==> src/hw/asc_pkg.sv <==
// Purpose: shared constants and types for association and scan setup
// Assumes: one 10 MHz clock
// Notes: command select codes are local to this block
package asc_pkg;
  localparam int CLK_KHZ = 10000;
  localparam int LOOKUP_MS = 200;
  localparam int LOOKUP_CYC = LOOKUP_MS * CLK_KHZ;
  // Per-channel dwell unit is 15.36 ms
  localparam int DWELL_US = 15360;
  localparam int DWELL_CYC = DWELL_US * CLK_KHZ / 1000;

  localparam logic [7:0] CHAN_BASE = 8'h0B;
  localparam logic [7:0] CHAN_TOP = 8'h1A;
  localparam logic [7:0] LEVEL_MAX = 8'hFF;

  localparam logic ROLE_RST = 1'b0;
  localparam logic [15:0] MASK_RST = 16'h1FFE;
  localparam logic [3:0] EXP_RST = 4'h4;
  localparam logic [3:0] MEMBER_RST = 4'h0;
  localparam logic [2:0] HUB_RST = 3'h0;

  localparam logic [15:0] ROLE_MAX = 16'h0001;
  localparam logic [15:0] EXP_MAX = 16'h000F;
  localparam logic [15:0] MEMBER_MAX = 16'h000F;
  localparam logic [15:0] HUB_MAX = 16'h0007;

  localparam int MJ_ANY_PAN = 0;
  localparam int MJ_ANY_CHAN = 1;
  localparam int MJ_AUTO = 2;
  localparam int MJ_WAKE_POLL = 3;
  localparam int HJ_FREE_PAN = 0;
  localparam int HJ_FREE_FREQ = 1;
  localparam int HJ_ACCEPT = 2;

  localparam int LABEL_CHARS = 20;
  localparam int LABEL_W = 8 * LABEL_CHARS;

  localparam logic [2:0] SEL_ROLE = 3'h0;
  localparam logic [2:0] SEL_MASK = 3'h1;
  localparam logic [2:0] SEL_EXP = 3'h2;
  localparam logic [2:0] SEL_MEMBER = 3'h3;
  localparam logic [2:0] SEL_HUB = 3'h4;

  typedef enum logic [2:0] {
    OP_READ = 3'b000,
    OP_WRITE = 3'b001,
    OP_ACTIVE = 3'b010,
    OP_ENERGY = 3'b011,
    OP_LOOKUP = 3'b100
  } asc_op_e;

  typedef enum logic [2:0] {
    ST_IDLE = 3'b000,
    ST_LOOKUP = 3'b001,
    ST_PROBE = 3'b010,
    ST_JOIN = 3'b011,
    ST_HUB_PAN = 3'b100,
    ST_HUB_EN = 3'b101
  } asc_state_e;
endpackage

==> src/hw/asc_scan_if.sv <==
// Purpose: carries scan requests from the sequencer to the scan timer
// Assumes: both ends on ref_clk
// Notes: mask and exponent are sampled when start is taken
`timescale 1ns/10ps
interface asc_scan_if;
  logic start;
  logic [15:0] mask;
  logic [3:0] exp_val;
  logic busy;
  logic done;
  logic chan_on;
  logic [7:0] chan;
  modport ctl(output start, mask, exp_val, input busy, done, chan_on, chan);
  modport tmr(input start, mask, exp_val, output busy, done, chan_on, chan);
endinterface

==> src/hw/asc_scan_timer.sv <==
// Purpose: walks the channel mask, dwelling 2^exp units on each enabled channel
// Assumes: start is only honoured while not busy
// Notes: a disabled mask bit costs one cycle, far below one dwell unit
`timescale 1ns/10ps
module asc_scan_timer #(
  parameter int BASE_CYC = asc_pkg::DWELL_CYC
) (
  // Clock and reset
  input wire logic ref_clk,
  input wire logic rst,
  // Scan request and progress
  asc_scan_if.tmr sif
);
  import asc_pkg::*;

  logic busy_reg;
  logic done_reg;
  logic [3:0] idx_reg;
  logic [15:0] mask_reg;
  logic [3:0] exp_reg;
  logic [17:0] base_reg;
  logic [15:0] rep_reg;

  wire cur_on = mask_reg[idx_reg];
  wire last_idx = idx_reg == 4'hF;
  wire tick = base_reg == 18'(BASE_CYC - 1);
  wire [16:0] reps = 17'h1 << exp_reg;
  wire rep_last = {1'b0, rep_reg} == reps - 17'h1;
  wire dwell_end = !cur_on || (tick && rep_last);

  always_ff @(posedge ref_clk or posedge rst) begin
    if (rst) begin
      busy_reg <= 1'b0;
      done_reg <= 1'b0;
      idx_reg <= 4'h0;
      mask_reg <= 16'h0000;
      exp_reg <= 4'h0;
      base_reg <= 18'h0;
      rep_reg <= 16'h0;
    end else begin
      done_reg <= 1'b0;
      if (!busy_reg && sif.start) begin
        busy_reg <= 1'b1;
        idx_reg <= 4'h0;
        mask_reg <= sif.mask;
        exp_reg <= sif.exp_val;
        base_reg <= 18'h0;
        rep_reg <= 16'h0;
      end else if (busy_reg) begin
        base_reg <= (tick || dwell_end) ? 18'h0 : base_reg + 18'h1;
        if (dwell_end) begin
          rep_reg <= 16'h0;
          if (last_idx) begin
            busy_reg <= 1'b0;
            done_reg <= 1'b1;
          end else begin
            idx_reg <= idx_reg + 4'h1;
          end
        end else if (tick) begin
          rep_reg <= rep_reg + 16'h1;
        end
      end
    end
  end

  assign sif.busy = busy_reg;
  assign sif.done = done_reg;
  assign sif.chan_on = busy_reg && cur_on;
  assign sif.chan = CHAN_BASE + {4'h0, idx_reg};

  chan_range_a: assert property (
    @(posedge ref_clk) disable iff (rst)
    busy_reg |-> (sif.chan >= CHAN_BASE && sif.chan <= CHAN_TOP))
    else $error("scan channel out of range");

  dwell_hold_a: assert property (
    @(posedge ref_clk) disable iff (rst)
    busy_reg && cur_on && !(tick && rep_last) |=> idx_reg == $past(idx_reg))
    else $error("channel left before its dwell ended");

  dwell_step_a: assert property (
    @(posedge ref_clk) disable iff (rst)
    busy_reg && dwell_end && !last_idx
      |=> busy_reg && idx_reg == $past(idx_reg) + 4'h1)
    else $error("channel did not advance after dwell");
endmodule // asc_scan_timer

==> src/hw/asc_top.sv <==
// Purpose: association and scan configuration with node-label lookup
// Assumes: command, radio and scan inputs are on ref_clk; wake_pin is not
// Notes: one command at a time; cmd_ready low while any job runs
`timescale 1ns/10ps
module asc_top #(
  parameter int LOOKUP_LIM = asc_pkg::LOOKUP_CYC,
  parameter int DWELL_LIM = asc_pkg::DWELL_CYC
) (
  // Clock and reset
  input wire logic ref_clk,
  input wire logic rst,
  // Host commands
  input wire logic cmd_valid,
  output logic cmd_ready,
  input wire asc_pkg::asc_op_e cmd_op,
  input wire logic [2:0] cmd_sel,
  input wire logic [15:0] cmd_wdata,
  input wire logic [asc_pkg::LABEL_W-1:0] label_data,
  input wire logic [4:0] label_len,
  // Host answers
  output logic rsp_valid,
  output logic rsp_ok,
  output logic [15:0] rsp_data,
  output logic cmd_mode_exit,
  // Lookup replies from remote nodes
  output logic lookup_query,
  input wire logic reply_valid,
  input wire logic [asc_pkg::LABEL_W-1:0] reply_label,
  input wire logic [63:0] reply_addr,
  output logic [31:0] target_address_high,
  output logic [31:0] target_address_low,
  // Scan progress
  output logic scan_busy,
  output logic scan_energy,
  output logic scan_chan_on,
  output logic [7:0] scan_channel,
  // Network settings and radio observations
  input wire logic [15:0] network_pan_number,
  input wire logic [7:0] radio_frequency_slot,
  input wire logic beacon_mode,
  input wire logic cand_valid,
  input wire logic [15:0] cand_pan,
  input wire logic [7:0] cand_chan,
  input wire logic join_success,
  input wire logic energy_valid,
  input wire logic [7:0] energy_level,
  // Association results
  output logic coordinator_role,
  output logic join_request,
  output logic joined,
  output logic hub_started,
  output logic [15:0] hub_pan,
  output logic [7:0] hub_channel,
  output logic accept_joiners,
  // Wake pin and poll
  input wire logic wake_pin,
  output logic poll_request
);
  import asc_pkg::*;

  // Compare only the characters the host supplied
  function automatic logic [LABEL_W-1:0] len_mask(input logic [4:0] len);
    logic [LABEL_W-1:0] m;
    m = '0;
    for (int i = 0; i < LABEL_CHARS; i++) begin
      if (i < int'(len)) begin
        m[8*i +: 8] = 8'hFF;
      end
    end
    return m;
  endfunction

  asc_scan_if sif();

  asc_scan_timer #(.BASE_CYC(DWELL_LIM)) u_timer (
    .ref_clk(ref_clk),
    .rst(rst),
    .sif(sif)
  );

  asc_state_e state_reg;
  logic role_reg;
  logic [15:0] mask_reg;
  logic [3:0] exp_reg;
  logic [3:0] member_reg;
  logic [2:0] hub_reg;
  logic [LABEL_W-1:0] label_reg;
  logic [4:0] len_reg;
  logic [20:0] lk_cnt_reg;
  logic rsp_valid_reg;
  logic rsp_ok_reg;
  logic [15:0] rsp_data_reg;
  logic exit_reg;
  logic query_reg;
  logic [31:0] addr_hi_reg;
  logic [31:0] addr_lo_reg;
  logic energy_reg;
  logic joined_reg;
  logic started_reg;
  logic join_req_reg;
  logic [15:0] hub_pan_reg;
  logic [7:0] hub_chan_reg;
  logic [7:0] best_reg;
  logic poll_reg;
  logic wake_s1_reg;
  logic wake_s2_reg;
  logic wake_s3_reg;

  wire idle = state_reg == ST_IDLE;
  wire take = cmd_valid && idle;
  wire is_wr = take && cmd_op == OP_WRITE;
  wire is_rd = take && cmd_op == OP_READ;
  wire is_probe = take && (cmd_op == OP_ACTIVE || cmd_op == OP_ENERGY);
  wire is_lookup = take && cmd_op == OP_LOOKUP;
  wire empty_arg = is_lookup && label_len == 5'h0;

  wire hit = state_reg == ST_LOOKUP && reply_valid
    && ((reply_label ^ label_reg) & len_mask(len_reg)) == '0;
  wire lk_tout = state_reg == ST_LOOKUP && !hit
    && lk_cnt_reg == 21'(LOOKUP_LIM - 1);

  // Background jobs only start when no host command is offered
  wire join_go = idle && !cmd_valid && !role_reg && !joined_reg
    && (member_reg[MJ_AUTO] || beacon_mode);
  wire hub_go = idle && !cmd_valid && role_reg && !started_reg;
  wire hub_pan_go = hub_go && hub_reg[HJ_FREE_PAN];
  wire hub_en_go = (hub_go && !hub_reg[HJ_FREE_PAN]
    && hub_reg[HJ_FREE_FREQ])
    || (state_reg == ST_HUB_PAN && sif.done
    && hub_reg[HJ_FREE_FREQ]);

  wire pan_ok = member_reg[MJ_ANY_PAN]
    || cand_pan == network_pan_number;
  wire chan_ok = member_reg[MJ_ANY_CHAN]
    || cand_chan == radio_frequency_slot;
  wire wake_rise = wake_s2_reg && !wake_s3_reg;

  wire wr_bad = (cmd_sel == SEL_ROLE && cmd_wdata > ROLE_MAX)
    || (cmd_sel == SEL_EXP && cmd_wdata > EXP_MAX)
    || (cmd_sel == SEL_MEMBER && cmd_wdata > MEMBER_MAX)
    || (cmd_sel == SEL_HUB && cmd_wdata > HUB_MAX)
    || cmd_sel > SEL_HUB;
  wire [15:0] rd_val =
    cmd_sel == SEL_ROLE ? {15'h0, role_reg} :
    cmd_sel == SEL_MASK ? mask_reg :
    cmd_sel == SEL_EXP ? {12'h0, exp_reg} :
    cmd_sel == SEL_MEMBER ? {12'h0, member_reg} :
    cmd_sel == SEL_HUB ? {13'h0, hub_reg} : 16'h0000;

  assign sif.start = is_probe || join_go || hub_pan_go || hub_en_go;
  assign sif.mask = mask_reg;
  assign sif.exp_val = exp_reg;

  // Settings; reserved bits are never stored
  always_ff @(posedge ref_clk or posedge rst) begin
    if (rst) begin
      role_reg <= ROLE_RST;
      mask_reg <= MASK_RST;
      exp_reg <= EXP_RST;
      member_reg <= MEMBER_RST;
      hub_reg <= HUB_RST;
    end else if (is_wr && !wr_bad) begin
      if (cmd_sel == SEL_ROLE) role_reg <= cmd_wdata[0];
      if (cmd_sel == SEL_MASK) mask_reg <= cmd_wdata;
      if (cmd_sel == SEL_EXP) exp_reg <= cmd_wdata[3:0];
      if (cmd_sel == SEL_MEMBER) member_reg <= cmd_wdata[3:0];
      if (cmd_sel == SEL_HUB) hub_reg <= cmd_wdata[2:0];
    end
  end

  // Wake pin synchroniser and edge
  always_ff @(posedge ref_clk or posedge rst) begin
    if (rst) begin
      wake_s1_reg <= 1'b0;
      wake_s2_reg <= 1'b0;
      wake_s3_reg <= 1'b0;
      poll_reg <= 1'b0;
    end else begin
      wake_s1_reg <= wake_pin;
      wake_s2_reg <= wake_s1_reg;
      wake_s3_reg <= wake_s2_reg;
      poll_reg <= wake_rise && !role_reg && member_reg[MJ_WAKE_POLL];
    end
  end

  // Sequencer, answers and association state
  always_ff @(posedge ref_clk or posedge rst) begin
    if (rst) begin
      state_reg <= ST_IDLE;
      label_reg <= '0;
      len_reg <= 5'h0;
      lk_cnt_reg <= 21'h0;
      rsp_valid_reg <= 1'b0;
      rsp_ok_reg <= 1'b0;
      rsp_data_reg <= 16'h0000;
      exit_reg <= 1'b0;
      query_reg <= 1'b0;
      addr_hi_reg <= 32'h0;
      addr_lo_reg <= 32'h0;
      energy_reg <= 1'b0;
      joined_reg <= 1'b0;
      started_reg <= 1'b0;
      join_req_reg <= 1'b0;
      hub_pan_reg <= 16'h0000;
      hub_chan_reg <= 8'h00;
      best_reg <= LEVEL_MAX;
    end else begin
      rsp_valid_reg <= 1'b0;
      exit_reg <= 1'b0;
      query_reg <= 1'b0;
      join_req_reg <= 1'b0;
      lk_cnt_reg <= state_reg == ST_LOOKUP ? lk_cnt_reg + 21'h1 : 21'h0;
      if (is_wr && !wr_bad && cmd_sel == SEL_ROLE) begin
        started_reg <= 1'b0;
      end
      // A join report beats a role write in the same cycle
      if (!role_reg && join_success) begin
        joined_reg <= 1'b1;
      end else if (is_wr && !wr_bad && cmd_sel == SEL_ROLE) begin
        joined_reg <= 1'b0;
      end
      case (state_reg)
        ST_IDLE: begin
          if (is_rd || is_wr || empty_arg) begin
            rsp_valid_reg <= 1'b1;
            rsp_ok_reg <= is_rd || (is_wr && !wr_bad);
            rsp_data_reg <= is_rd ? rd_val : 16'h0000;
          end else if (is_lookup) begin
            label_reg <= label_data;
            len_reg <= label_len;
            query_reg <= 1'b1;
            state_reg <= ST_LOOKUP;
          end else if (is_probe) begin
            energy_reg <= cmd_op == OP_ENERGY;
            state_reg <= ST_PROBE;
          end else if (join_go) begin
            energy_reg <= 1'b0;
            state_reg <= ST_JOIN;
          end else if (hub_go) begin
            hub_pan_reg <= network_pan_number;
            hub_chan_reg <= radio_frequency_slot;
            best_reg <= LEVEL_MAX;
            energy_reg <= !hub_reg[HJ_FREE_PAN];
            if (hub_pan_go) state_reg <= ST_HUB_PAN;
            else if (hub_en_go) state_reg <= ST_HUB_EN;
            else started_reg <= 1'b1;
          end
        end
        ST_LOOKUP: begin
          if (hit) begin
            addr_hi_reg <= reply_addr[63:32];
            addr_lo_reg <= reply_addr[31:0];
            rsp_valid_reg <= 1'b1;
            rsp_ok_reg <= 1'b1;
            rsp_data_reg <= 16'h0000;
            exit_reg <= 1'b1;
            state_reg <= ST_IDLE;
          end else if (lk_tout) begin
            rsp_valid_reg <= 1'b1;
            rsp_ok_reg <= 1'b0;
            rsp_data_reg <= 16'h0000;
            state_reg <= ST_IDLE;
          end
        end
        ST_PROBE: begin
          if (sif.done) begin
            rsp_valid_reg <= 1'b1;
            rsp_ok_reg <= 1'b1;
            rsp_data_reg <= 16'h0000;
            state_reg <= ST_IDLE;
          end
        end
        ST_JOIN: begin
          if (cand_valid && sif.chan_on && pan_ok && chan_ok) begin
            join_req_reg <= 1'b1;
          end
          // Stay until the timer stops so a later scan starts clean
          if (sif.done) state_reg <= ST_IDLE;
        end
        ST_HUB_PAN: begin
          if (cand_valid && cand_pan == hub_pan_reg) begin
            hub_pan_reg <= hub_pan_reg + 16'h1;
          end
          if (sif.done && hub_en_go) begin
            energy_reg <= 1'b1;
            state_reg <= ST_HUB_EN;
          end else if (sif.done) begin
            started_reg <= 1'b1;
            state_reg <= ST_IDLE;
          end
        end
        ST_HUB_EN: begin
          if (energy_valid && sif.chan_on && energy_level < best_reg) begin
            best_reg <= energy_level;
            hub_chan_reg <= sif.chan;
          end
          if (sif.done) begin
            started_reg <= 1'b1;
            state_reg <= ST_IDLE;
          end
        end
        default: state_reg <= ST_IDLE;
      endcase
    end
  end

  assign cmd_ready = idle;
  assign rsp_valid = rsp_valid_reg;
  assign rsp_ok = rsp_ok_reg;
  assign rsp_data = rsp_data_reg;
  assign cmd_mode_exit = exit_reg;
  assign lookup_query = query_reg;
  assign target_address_high = addr_hi_reg;
  assign target_address_low = addr_lo_reg;
  assign scan_busy = sif.busy;
  assign scan_energy = energy_reg;
  assign scan_chan_on = sif.chan_on;
  assign scan_channel = sif.chan;
  assign coordinator_role = role_reg;
  assign join_request = join_req_reg;
  assign joined = joined_reg;
  assign hub_started = started_reg;
  assign hub_pan = hub_pan_reg;
  assign hub_channel = hub_chan_reg;
  assign accept_joiners = role_reg && hub_reg[HJ_ACCEPT];
  assign poll_request = poll_reg;

  lookup_ok_a: assert property (
    @(posedge ref_clk) disable iff (rst)
    hit |=> rsp_valid && rsp_ok && cmd_mode_exit
      && target_address_low == $past(reply_addr[31:0]))
    else $error("lookup hit not answered");

  lookup_tout_a: assert property (
    @(posedge ref_clk) disable iff (rst)
    lk_tout |=> rsp_valid && !rsp_ok && !cmd_mode_exit && cmd_ready)
    else $error("lookup timeout not reported");

  empty_arg_a: assert property (
    @(posedge ref_clk) disable iff (rst)
    empty_arg |=> rsp_valid && !rsp_ok && cmd_ready)
    else $error("empty lookup not refused");

  exp_range_a: assert property (
    @(posedge ref_clk) disable iff (rst)
    is_wr && cmd_sel == SEL_EXP && cmd_wdata > EXP_MAX
      |=> !rsp_ok && exp_reg == $past(exp_reg))
    else $error("exponent accepted out of range");

  rsvd_zero_a: assert property (
    @(posedge ref_clk) disable iff (rst)
    is_rd && (cmd_sel == SEL_MEMBER || cmd_sel == SEL_HUB)
      |=> rsp_data[15:4] == 12'h000 && (rsp_data[3] == 1'b0
      || $past(cmd_sel) == SEL_MEMBER))
    else $error("reserved option bits not zero");

  join_match_a: assert property (
    @(posedge ref_clk) disable iff (rst)
    join_request |-> $past(pan_ok) && $past(chan_ok))
    else $error("join to mismatched coordinator");

  auto_join_a: assert property (
    @(posedge ref_clk) disable iff (rst)
    state_reg == ST_JOIN |-> !role_reg
      && (member_reg[MJ_AUTO] || beacon_mode))
    else $error("join scan without auto join");

  wake_poll_a: assert property (
    @(posedge ref_clk) disable iff (rst)
    wake_rise && !role_reg && member_reg[MJ_WAKE_POLL]
      |=> poll_request ##1 !poll_request)
    else $error("pin wake poll missing");

  hub_scan_a: assert property (
    @(posedge ref_clk) disable iff (rst)
    state_reg == ST_HUB_PAN |-> role_reg && hub_reg[HJ_FREE_PAN]
      && sif.busy || sif.done)
    else $error("network scan without free pan choice");
endmodule // asc_top

==> config.mk <==
export PLATFORM = sky130hd
export DESIGN_NAME = asc_top
export DESIGN_NICKNAME = d
export VERILOG_FILES = /design/src/hw/asc_pkg.sv /design/src/hw/asc_scan_if.sv /design/src/hw/asc_scan_timer.sv /design/src/hw/asc_top.sv
export SDC_FILE = /design/constraint.sdc
export NUM_CORES = 1
export LEC_CHECK = 0
export BUFFER_PORTS_ARGS = -buffer_cell sky130_fd_sc_hd__buf_2
export CAP_MARGIN = 20
export CORE_MARGIN = 10
export CORE_UTILIZATION = 30
export CTS_CLUSTER_DIAMETER = 120
export DETAILED_ROUTE_END_ITERATION = 12
export HOLD_SLACK_MARGIN = 0.12
export PLACE_DENSITY = 0.55
export RECOVER_POWER = 100
export SETUP_SLACK_MARGIN = 0.4
export SYNTH_ARGS = -nofsm -noshare
export SYNTH_HDL_FRONTEND = slang
export SYNTH_HIERARCHICAL = 1
export SYNTH_SLANG_ARGS = --single-unit
==> constraint.sdc <==
create_clock -name ref_clk -period 26.2 [get_ports ref_clk]
set_input_delay 5.24 -clock ref_clk [delete_from_list [all_inputs] [get_ports ref_clk]]
set_output_delay 5.24 -clock ref_clk [all_outputs]
set_load 0.01 [all_outputs]
* Yosys cells after proc, flatten, opt, wreduce, memory -nomap -nowiden *
Index checks and enable logic that the tools add are counted.

operators by class
  add/sub/neg operators = 7
  multiply operators = 0
  divide/modulo/power cells = 0
  order comparisons = 26
  equality and inequality tests = 35
  shift operators = 1
  muxes and demuxes = 123
  bitwise gates (word level) = 3
  reduce and logical (&&, ||, !) cells = 96

operator list
  cell                   count
  $mux 16                17
  $mux 8                 32
  $and 160x160->160      1
  $logic_not 160->1      1
  $xor 160x160->160      1
  $mux 18                3
  $pmux 16 s3            1
  $logic_and 1x1->1      42
  $mux 1                 42
  $lt 4x5->1 const A     8
  $mux 3                 12
  $add 16x1->16 const B  2
  $eq 16x16->1           2
  $pmux 16 s2            1
  $pmux 8 s2             2
  $mux 4                 6
  $add 21x1->21 const B  1
  $eq 21x21->1 const B   1
  $mux 21                1
  $lt 3x5->1 const A     4
  $lt 5x5->1 const A     4
  $add 18x1->18 const B  1
  $eq 18x18->1 const B   1
  $eq 3x2->1 const B     6
  40 further kinds       99

storage, ports and cells
  register bits after elaboration = 401
  bits in latches = 0
  memory bits (writable) = 0
  ROM bits = 0
  input port bits = 476
  output and inout port bits = 126
  logic and storage cells = 325
  memories kept = 0

* Depth between registers and ports, before layout *
Gate-level depths: netlist of run 1.

  word-level depth = 18
  mapped depth = 14
  gate-level depth less buffers = 12

* Hierarchy *
Netlist of run 1, hierarchy kept.

by module, submodules not included
  module          instances  cells an instance  area each (um^2)  seq. area each (um^2)
  asc_top         1          1,355              16,774.8          8,559.5
  asc_scan_timer  1          448                3,797.4           1,501.4

* Least setup slack after synthesis of run 1 *
Ideal clock, no wire load.

  path type = input -> register
  from = in cmd_valid
  to = reg u_timer.base_reg[15]
  setup time = 132 ps
  arrival = 7,609 ps
  required time = 26,068 ps
  slack = 18,459 ps
  cell stages on the path = 11
  buffers on the path = 1
  path through = nor4b_2 clkbuf_1 a21oi_1 o21ai_0 or2_2 nand4_1 or2_0 nor3_1 nand3_1 xor2_1 nor2_1

on the way
  word-level cells in the longest chain between the ends = 10
  elaborated cells on any way between the ends = 19
  classes of those cells = 1 x mux; 18 x reduce/logical

RTL lines
  element                                                line                            text
  from (decl)                                            asc_top.sv:13                   input wire logic cmd_valid,
  $logic_not 1->1                                        asc_top.sv:123, asc_top.sv:125
  $logic_and 1x1->1                                      asc_top.sv:123, asc_top.sv:125
  $logic_and 1x1->1 (on tied branches) (2 in a row)      asc_top.sv:123, asc_top.sv:125
  $logic_and 1x1->1 (on tied branches)                   asc_top.sv:124, asc_top.sv:127
  $logic_or 1x1->1 or $logic_and 1x1->1 (tied branches)  asc_top.sv:150, asc_top.sv:128
  $logic_or 1x1->1 (on tied branches)                    asc_top.sv:150, asc_top.sv:129
  $logic_or 1x1->1 *                                     asc_top.sv:150                  assign sif.start = is_probe || join_go || hub_pan_go || hub_en_go;
  named net sif.start                                    asc_scan_if.sv:6                logic start;
  $logic_and 1x1->1 *                                    asc_scan_timer.sv:42            if (!busy_reg && sif.start) begin
  $mux 18 or $reduce_bool 2->1 (tied branches)           --
  to (signal assigned)                                   asc_scan_timer.sv:50            base_reg <= (tick || dwell_end) ? 18'h0 : base_reg + 18'h1;
  to (decl)                                              asc_scan_timer.sv:21            logic [17:0] base_reg;

The timed path passes the listed nets; every way through them passes the cells marked *.
A chain may end at the register's enable or synchronous reset.

==> results.md, run 1 <==
- Mean post-synth cell area: 11.4 sq um
- Final hold vios: 0
- Clock Latency Late Sink: 0.59 ns
- Worst Path Max Fanout: 94
- Most frequent cells in the layout: 468 x buf_2, 380 x dfrtp_1, 233 x mux2_2
- Multi-input gate area: 9680 sq um
- DP HPWL: 56.1 mm
- Layout Cells excl Fill: 3307
- Setup violators final: 0
- Fmax: 73.4 MHz
- Dpl cells: 3201
- Most used cell, CP: clkbuf_1
- Yosys warns: 6
- Async set-reset flop share out of synthesis: 100%
- Critical Path RT: 26.01 ns
- Share of cells above drive strength 1: 34.1%
- Cells along the critical path: clkbuf_1 > clkinvlp_2 > clkbuf_1 > clkbuf_1
- Pre-CTS WS: 16.71 ns
- Die area: 79400 sq um
- GR Overflow Total: 0
- Max clock buf depth: 3
- Core Footprint: 67600 sq um
- H-tree depth: 2
- Crit path largest cell delay: 2.80 ns
- Seq. cell area: 10100 sq um
- Die width: 282 um
- Area Growth Syn to Fin: 24.5%
- Synthesized area: 20600 sq um
- PwrDens: 55.3 nW/um^2
- Final cycle utilization of the critical path: 52.0%
- Wirelength, routed: 70.8 mm
- Clock-pin slew on the worst setup and hold paths: 0.06 ns
- Clock tree sinks: 401
- Mapped Cells: 1803
- Max Clock Skew: 0.0195 ns
- Initial DRC Count: 832
- Final setup margin: 12.57 ns
- Fin. max-slew vios: 668
- FF+latch count, synth: 401
- Slew at the pin with the worst max-slew slack: 4.60 ns
- Max_cap viols: 11
- Sequential share of the synthesized area: 48.9%
- Synth Area in XOR/XNOR: 10.0%
- Top cell type by total area after synthesis: dfrtp_1
- Initial Utilization: 30.4%
- EDFF count, synth: 0
- Worst hold-check path type: reg -> reg
- Min cycle time layout: 13.63 ns
- Vias in the first global route: 17400
- Status: finished with violations
- Rows: 95
- Failing checks: max-capacitance violations, max-slew violations
- Cell area after placement: 24300 sq um
- Vias post-DR: 16300
- WS Path Type: in -> async
- Share of cell area taken by muxes after synthesis: 16.8%
- Die H: 282 um
- Top post-synthesis cells by area: dfrtp_1 46%, mux2_2 13%, xor2_1 6.3%
- Setup TNS: 0 ns
- Max FFs per register: 160
- Routed wire length per instance: 21.4 um
- Design area: 25600 sq um
- Post_cts resized: 0
- DR DRC count: 0
- Yosys top cell area share: 46.2%
- GRT Resource Usage Total: 17.3%
- Initial antenna violation count: 41
- TritonCTS clock tree: done
- Unique masters post-synth: 84
- Synth Area in Compound Gates: 8.34%
- Post-Synth Adder-Cell Area: 0.851%
- Largest net degree at the start of global routing: 95
- Commonest non-fill, non-tap cell in the layout: buf_2
- Filler cells: 6750
- Hold buffers post-CTS: 0
- Cell family with most CP delay: buffers and inverters
- PortBufs: 598
- Buffers & Inverters on Critical Path: 4
- Final core occ: 37.9%
- Worst setup EP type: asynchronous set/reset pin
- WP data arrival: 13.44 ns
- Routed Antenna Nets: 0
- Global-route wire length before repair: 106 mm
- Simple-gate share of the synthesized area: 11.9%
- Largest family of logic cells by synthesized area: multiplexers
- VDD IR max: 39.8 uV
- Post-CTS Setup Repair Bufs: 0
- Slew headroom: -208%
- Routed vias/inst: 4.91
- CTS Buf Count: 49
- Dominant synthesized flop cell: dfrtp_1
- Startpoint Class: input port
- Pre-antenna DRT Iters: 5
- Io pins: 602
- # nets final: 2870
- Critical Path Slowest Stage Cell: clkbuf_1
- Unrepaired setup endpoints after global routing: no
- GP Congestion: 0.874
- Clk root buf: clkbuf_16
- LEAKAGE: 12.4 nW
==> kinds of logic (layout without fill, tap and decap cells) <==
family	count (synthesis)	after routing
mux	290	290
xor+xnor	236	236
other cells	1	21
flops	401	401
simple gates	474	474
compound gates	253	253
fa+ha+maj	14	14
buf+inv	134	745
==> synth_stat cells, types with 7 or more instances <==
library cell	n
nand2b_1	9
a21oi_1	50
nor3b_1	7
dfstp_2	21
nand3_1	50
nor4_1	45
mux2i_1	13
o22a_1	8
a21o_1	7
nor2_1	89
xor2_1	147
and3_1	16
xnor2_1	89
mux2_2	234
buf_2	25
and2_1	15
inv_1	49
o31ai_1	12
nor3_1	13
nand2_1	138
nand4_1	29
o21ai_0	64
a31oi_1	15
nor2b_1	13
clkbuf_1	44
dfrtp_1	380
or3_1	9
ha_1	14
nor4b_1	8
mux2_4	38
a22o_1	17
==> cell type report <==
cell class / instances / area share [%]
flip-flops and latches: 401 / 39.3
multi-input cells: 1270 / 37.8
repair buffers: 609 / 11.2
clock buffers: 66 / 5.47
well taps: 873 / 4.27
clock inverters: 21 / 1.05
inverters: 49 / 0.723
diodes: 18 / 0.176
==> stage by stage <==
stage | hold slack, ns | power (mW)
4_1_cts | 0.385 | 1.45
5_1_grt | 0.398 | 1.48
2_1_floorplan | 0.331 | 0.674
3_3_place_gp | 0.345 | 0.726
3_5_place_dp | 0.346 | 0.728
6_report | 0.379 | 1.42
==> layer usage <==
metal | up-vias | track usage, % | routed length (um)
li1 | 7591 | - | -
met1 | 7961 | 18.6 | 26000
met2 | 507 | 30.6 | 36600
met3 | 152 | 6.33 | 5850
met4 | 40 | 6.17 | 2130
met5 | - | 0 | 258
==> worst paths after layout <==
kind / startpoint / to / slack (ns) / depth (start not counted)
max: rst / label_reg[60] / 12.57 / 4
min: wake_s1_reg / wake_s2_reg / 0.38 / 0
max reg2reg: state_reg[0] / label_reg[30] / 19.10 / 6
min reg2reg: wake_s1_reg / wake_s2_reg / 0.38 / 0
max in group ref_clk: reply_label[38] / target_address_high[31] / 15.30 / 9
min in group asynchronous: rst / u_timer/base_reg[6] / 5.98 / 3
==> worst register-to-register path, cell delays in order, from the launching register on <==
cell and delay (ns):
dfrtp_1 0.55, or3_1 0.52, nor2_1 0.17, nand4b_1 0.27
nor2_1 2.03, clkbuf_1 2.81, mux2_2 0.67
==> report_power, final <==
group	total [mW]	leakage (nW)	internal [mW]	switching [mW]
Sequential	0.628	5.35	0.624	0.00361
Clock	0.702	0.821	0.425	0.277
Combinational	0.0869	6.20	0.0425	0.0444
(Power assumes the default switching activity.)
==> inputs of run 2 (changes only) <==
Settings changed: ABC_AREA from default to 1.
Clock period 26.2 ns to 13.9 ns, I/O delays scaled along.
==> results.md, run 2 <==
- Status: finished with violations (unchanged)
- Failing checks: max-capacitance violations, max-slew violations (unchanged)
- Async set-reset flop share out of synthesis: 100% (unchanged)
- Clock Latency Late Sink: 0.61 ns (was 0.59 ns)
- GRT Resource Usage Total: 18.5% (was 17.3%)
- Final core occ: 37.8% (was 37.9%)
- Pre-CTS WS: 7.61 ns (was 16.71 ns)
- Fmax: 121 MHz
- Clock-pin slew on the worst setup and hold paths: 0.05 ns (was 0.06 ns)
- Top post-synthesis cells by area: dfrtp_1 43%, nand2_1 23%, inv_1 5.0% (was dfrtp_1 46%, mux2_2 13%, xor2_1 6.3%)
- Worst hold-check path type: reg -> reg (unchanged)
- VDD IR max: 101 uV (was 39.8 uV)
- Routed vias/inst: 4.55 (was 4.91)
- PwrDens: 166 nW/um^2 (was 55.3 nW/um^2)
- Final hold vios: 0 (unchanged)
- Die H: 290 um (was 282 um)
- GR Overflow Total: 0 (unchanged)
- Initial DRC Count: 1207 (was 832)
- Wirelength, routed: 79.9 mm (was 70.8 mm)
- Initial Utilization: 30.5% (was 30.4%)
- Mapped Cells: 2990 (was 1803)
- Yosys top cell area share: 43.4% (was 46.2%)
- Startpoint Class: input port (unchanged)
- Vias in the first global route: 20500 (was 17400)
- FF+latch count, synth: 401 (unchanged)
- Worst setup EP type: asynchronous set/reset pin (unchanged)
- Dominant synthesized flop cell: dfrtp_1 (unchanged)
- Routed Antenna Nets: 0 (unchanged)
- Dpl cells: 4460 (was 3201)
- Commonest non-fill, non-tap cell in the layout: nand2_1 (was buf_2)
- Max FFs per register: 160 (unchanged)
- Die width: 290 um (was 282 um)
- Hold_ws: 0.375 ns (was 0.379 ns)
- Pre-antenna DRT Iters: 5 (unchanged)
- Most common cell in the netlist: nand2_1 (was dfrtp_1)
- LEAKAGE: 14.2 nW (was 12.4 nW)
- Clk root buf: clkbuf_16 (unchanged)
- WS Path Type: in -> async (unchanged)
- Final cycle utilization of the critical path: 59.5%
- Clock tree sinks: 401 (unchanged)
- Fin. max-slew vios: 445 (was 668)
- Critical Path RT: 14.55 ns (was 26.01 ns)
- Area Growth Syn to Fin: 24.2% (was 24.5%)
- PortBufs: 598 (unchanged)
- Top cell type by total area after synthesis: dfrtp_1 (unchanged)
- CTS Buf Count: 51 (was 49)
- Max Clock Skew: 0.0385 ns (was 0.0195 ns)
- Initial antenna violation count: 28 (was 41)
- Cells along the critical path: clkbuf_1 > clkinvlp_2 > clkbuf_1 > buf_4 (was clkbuf_1 > clkinvlp_2 > clkbuf_1 > clkbuf_1)
- Global-route wire length before repair: 123 mm (was 106 mm)
- Share of cells above drive strength 1: 17.8% (was 34.1%)
- Filler cells: 7769 (was 6750)
- GP Congestion: 0.874 (about the same)
- Crit path largest cell delay: 3.04 ns (was 2.80 ns)
- Layout Cells excl Fill: 4578 (was 3307)
- Unrepaired setup endpoints after global routing: no (unchanged)
- DP HPWL: 62.1 mm (was 56.1 mm)
- EDFF count, synth: 0 (unchanged)
- Die area: 84200 sq um (was 79400 sq um)
- WP data arrival: 8.93 ns (was 13.44 ns)
- Critical Path Slowest Stage Cell: clkinvlp_2 (was clkbuf_1)
- Setup violators final: 0 (unchanged)
- Max clock buf depth: 3 (unchanged)
- Post-CTS Setup Repair Bufs: 0 (unchanged)
- Yosys warns: 6 (unchanged)
- Hold buffers post-CTS: 0 (unchanged)
- Sequential share of the synthesized area: 46.0% (was 48.9%)
- H-tree depth: 2 (unchanged)
- Unique masters post-synth: 50 (was 84)
- Buffers & Inverters on Critical Path: 4 (unchanged)
- Routed wire length per instance: 17.5 um (was 21.4 um)
- Most frequent cells in the layout: 1321 x nand2_1, 472 x buf_2, 380 x dfrtp_1 (was 468 x buf_2, 380 x dfrtp_1, 233 x mux2_2)
- Io pins: 602 (unchanged)
- # nets final: 4053 (was 2870)
- Slew at the pin with the worst max-slew slack: 5.58 ns (was 4.60 ns)
- Final setup margin: 5.63 ns (was 12.57 ns)
- Post-synth top cells: 1316 x nand2_1, 380 x dfrtp_1, 289 x inv_1 (was 380 x dfrtp_1, 234 x mux2_2, 147 x xor2_1)
- Most used cell, CP: clkbuf_1 (unchanged)
- TritonCTS clock tree: done (unchanged)
- Slew headroom: -272% (was -208%)
- Synthesized area: 21900 sq um (was 20600 sq um)
- Core Footprint: 71900 sq um (was 67600 sq um)
- Worst Path Max Fanout: 118 (was 94)
- Min cycle time layout: 8.27 ns
- Largest net degree at the start of global routing: 119 (was 95)
- Vias post-DR: 20800 (was 16300)
- Setup TNS: 0 ns (unchanged)
- Post_cts resized: 0 (unchanged)
- Cell family with most CP delay: buffers and inverters (unchanged)
- DR DRC count: 0 (unchanged)
- Rows: 98 (was 95)
- Mean post-synth cell area: 7.32 sq um (was 11.4 sq um)
- Max_cap viols: 7 (was 11)
## run 2: final timing paths
kind,start,to,slack [ns],cells past startpoint
setup / recovery,rst,cmd_mode_exit,5.63,4
hold / removal,wake_s1_reg,wake_s2_reg,0.37,0
setup reg to reg,state_reg[0],label_reg[102],6.92,11
hold reg to reg,wake_s1_reg,wake_s2_reg,0.37,0
max in group ref_clk,label_len[2],label_reg[102],5.67,10
min in group asynchronous,rst,u_timer/mask_reg[9],3.48,3
## run 2: logic make-up (layout without fill, tap and decap cells)
logic type	count (synthesis)	after routing	synth area share, %
flops	401	401	46.0
compound gates	263	263	6.80
fa+ha+maj	14	14	0.800
other cells	1	26	0.0171
xor+xnor	139	139	5.56
simple gates	1769	1769	33.0
buf+inv	403	1016	7.85
## run 2: stage by stage
stage / total power [mW] / instance area [sq um]
after floorplan: 2.74 / 21900
after global placement: 3.18 / 25600
after detailed placement: 3.19 / 25700
after CTS: 4.62 / 27400
after global routing: 4.87 / 27200
final: 4.50 / 27200
## run 2: worst reg2reg max path, cell delays in order, from the launching register on
cell and delay (ns):
dfrtp_1 0.43, inv_1 0.15, nand2_2 0.09, nor2_1 0.43, nand4_1 0.35, o21ai_0 0.67, nor2_4 0.03, clkbuf_1 0.79
clkinvlp_2 0.33, clkbuf_1 3.15, nand2_1 0.33, nand2_1 0.17
## run 2: layer usage
layer	up-vias	routed length [um]	global-route usage, %	share of wire, %
li1	10500	-	-	-
met1	9608	33900	22.9	42
met2	563	38700	31.1	48
met3	128	4930	4.03	6.2
met4	2	2370	6.53	3.0
met5	-	14	0	0.018
## run 2: final cells by class
cell class,count,area (sq um),area share [%]
antenna,23,57.6,0.212
clock buffer,68,1470,5.41
clock inverter,27,300,1.10
inverter,306,1150,4.25
multi-input combinational,2188,10000,36.9
sequential,401,10100,37.0
tap,950,1190,4.37
timing repair buffer,615,2930,10.8
## run 2: where the power goes
group          total, mW  internal [mW]  switching [mW]  leakage, nW
clock               1.39          0.838           0.553        0.866
combinational       1.34          0.497           0.845         8.29
sequential          1.77           1.50           0.269         5.08
total               4.50           2.84            1.67         14.2
==> inputs of run 3 (changes only) <==
Settings changed: ABC_AREA 1 to 0, PLACE_DENSITY 0.55 to 0.57.
Clock period 13.9 ns to 7.5 ns, I/O delays scaled along.
==> results.md, run 3 (synthesis results as in run 1) <==
- WS Path Type: reg -> reg (was in -> async)
- Failing checks: max-capacitance violations, max-slew violations (unchanged)
- CTS Buf Count: 49 (was 51)
- Largest net degree at the start of global routing: 169 (was 119)
- Switch Pwr: 1.17 mW (was 1.67 mW)
- Routed Antenna Nets: 0 (unchanged)
- Initial antenna violation count: 41 (was 28)
- Io pins: 602 (unchanged)
- Hold buffers post-CTS: 0 (unchanged)
- GP Congestion: 0.914 (was 0.874)
- PwrDens: 194 nW/um^2 (was 166 nW/um^2)
- Startpoint Class: register (was input port)
- Worst r2r src: state_reg[0] (unchanged)
- Most frequent cells in the layout: 472 x buf_2, 380 x dfrtp_1, 234 x mux2_2 (was 1321 x nand2_1, 472 x buf_2, 380 x dfrtp_1)
- Final core occ: 38.0% (was 37.8%)
- Final setup margin: 1.65 ns (was 5.63 ns)
- Hold_ws: 0.352 ns (was 0.375 ns)
- Sequential power share: 44.0% (was 39.3%)
- Fin. max-slew vios: 521 (was 445)
- Combinational Power Share: 6.1% (was 29.8%)
- Max Clock Skew: 0.0160 ns (was 0.0385 ns)
- WHS Endpoint: wake_s2_reg (unchanged)
- Critical Path RT: 7.94 ns (was 14.55 ns)
- Slew at the pin with the worst max-slew slack: 4.37 ns (was 5.58 ns)
- DP HPWL: 56.3 mm (was 62.1 mm)
- Worst setup EP type: register (was asynchronous set/reset pin)
- Max clock buf depth: 3 (unchanged)
- Fmax: 171 MHz
- Rows: 95 (was 98)
- TritonCTS clock tree: done (unchanged)
- Final hold vios: 0 (unchanged)
- Post-CTS Setup Repair Bufs: 0 (unchanged)
- LEAKAGE: 12.4 nW (was 14.2 nW)
- H-tree depth: 2 (unchanged)
- Die width: 282 um (was 290 um)
- Clock tree sinks: 401 (unchanged)
- Vias post-DR: 16400 (was 20800)
- DR DRC count: 0 (unchanged)
- Worst reg2reg path endpoint: label_reg[27] (was label_reg[102])
- Setup violators final: 0 (unchanged)
- Slew headroom: -191% (was -272%)
- Clock power frac: 49.9% (was 30.9%)
- Wirelength, routed: 71.7 mm (was 79.9 mm)
- # nets final: 2870 (was 4053)
- Met3 usage: 5.85% (was 4.03%)
- Worst Path Max Fanout: 168 (was 118)
- Setup TNS: 0 ns (unchanged)
- Clk root buf: clkbuf_16 (unchanged)
- Min cycle time layout: 5.85 ns
- Worst Reg-to-Reg Cells: 7 (was 11)
- Global-route wire length before repair: 106 mm (was 123 mm)
- GR Overflow Total: 0 (unchanged)
- Vias in the first global route: 17400 (was 20500)
- Worst hold-check path type: reg -> reg (unchanged)
- PortBufs: 598 (unchanged)
- Worst hold stages: 0 (unchanged)
- Met1 global-route usage: 18.7% (was 22.9%)
- Pre-CTS WS: 1.95 ns (was 7.61 ns)
- Internal power: 3.82 mW (was 2.84 mW)
- Post_cts resized: 0 (unchanged)
- Met2 global-route usage: 30.9% (was 31.1%)
- Most Used Layer, Global Route: met2 (unchanged)
- Commonest non-fill, non-tap cell in the layout: buf_2 (was nand2_1)
- WP data arrival: 6.30 ns (was 8.93 ns)
- R2R Setup Slk: 1.65 ns (was 6.92 ns)
- Share of cells above drive strength 1: 34.8% (was 17.8%)
- Unrepaired setup endpoints after global routing: no (unchanged)
- Initial Utilization: 30.4% (was 30.5%)
- Area Growth Syn to Fin: 24.9% (was 24.2%)
- Hold Crit Start: wake_s1_reg (unchanged)
- Routed wire length per instance: 21.6 um (was 17.5 um)
- Max FFs per register: 160 (unchanged)
- Max_cap viols: 6 (was 7)
- Sw frac: 23.4% (was 37.0%)
- Core Footprint: 67600 sq um (was 71900 sq um)
- Clock Latency Late Sink: 0.59 ns (was 0.61 ns)
- Pre-antenna DRT Iters: 5 (unchanged)
- Initial DRC Count: 938 (was 1207)
- Status: finished with violations (unchanged)
- Clock-pin slew on the worst setup and hold paths: 0.06 ns (was 0.05 ns)
- Routed vias/inst: 4.94 (was 4.55)
- Die H: 282 um (was 290 um)
- Final cycle utilization of the critical path: 78.0%
- Die area: 79400 sq um (was 84200 sq um)
- GRT Resource Usage Total: 17.4% (was 18.5%)
- VDD IR max: 157 uV (was 101 uV)
run 3: area by class of cell:
class	count	area, sq um
multi-input combinational	1270	9720
tap	873	1090
sequential	401	10100
timing repair buffer	609	2890
fill	6778	41900
clock inverter	24	288
antenna	22	55.1
inverter	49	185
clock buffer	68	1410
run 3: worst max-delay path by stage:
| stage | start | end | slack (ns) | cells after the start |
|---|---|---|---|---|
| CTS | reply_label[20] | target_address_high[29] | 2.59 | 10 |
| global placement | reply_label[20] | target_address_low[31] | 2.06 | 10 |
| floorplan | rst | cmd_mode_exit | 1.46 | 1 |
| finish | state_reg[0] | label_reg[27] | 1.65 | 7 |
| global route | state_reg[0] | label_reg[55] | 1.24 | 7 |
| detailed placement | reply_label[20] | target_address_low[31] | 1.95 | 10 |
run 3: critical path, cell delays in order, from the launching register on:
cell      delay, ns
dfrtp_1        0.52
or3_1          0.53
nor2_1         0.20
nand4b_1       0.31
o31ai_1        0.77
nor2_4         0.02
clkbuf_2       2.05
mux2_2         1.11
run 3: layer usage:
metal	routed length, um	part of all wire [%]
met2	37400	52
met5	172	0.24
met3	5880	8.2
met1	25600	36
met4	2690	3.7
run 3: metrics by stage:
stage / cells / power [mW] / instance area (sq um)
finish: 3316 / 4.99 / 25700
global route: 3310 / 5.18 / 25700
CTS: 3293 / 5.07 / 26000
detailed placement: 3201 / 2.55 / 24300
global placement: 3201 / 2.54 / 24300
floorplan: 1805 / 2.35 / 20600
run 3: power by group through the flow:
stage | clock [mW] | combinational [mW] | sequential, mW
floorplan | 0 | 0.128 | 2.23
global placement | 0 | 0.308 | 2.23
detailed placement | 0 | 0.316 | 2.23
CTS | 2.56 | 0.317 | 2.19
global route | 2.64 | 0.342 | 2.19
finish | 2.49 | 0.306 | 2.19
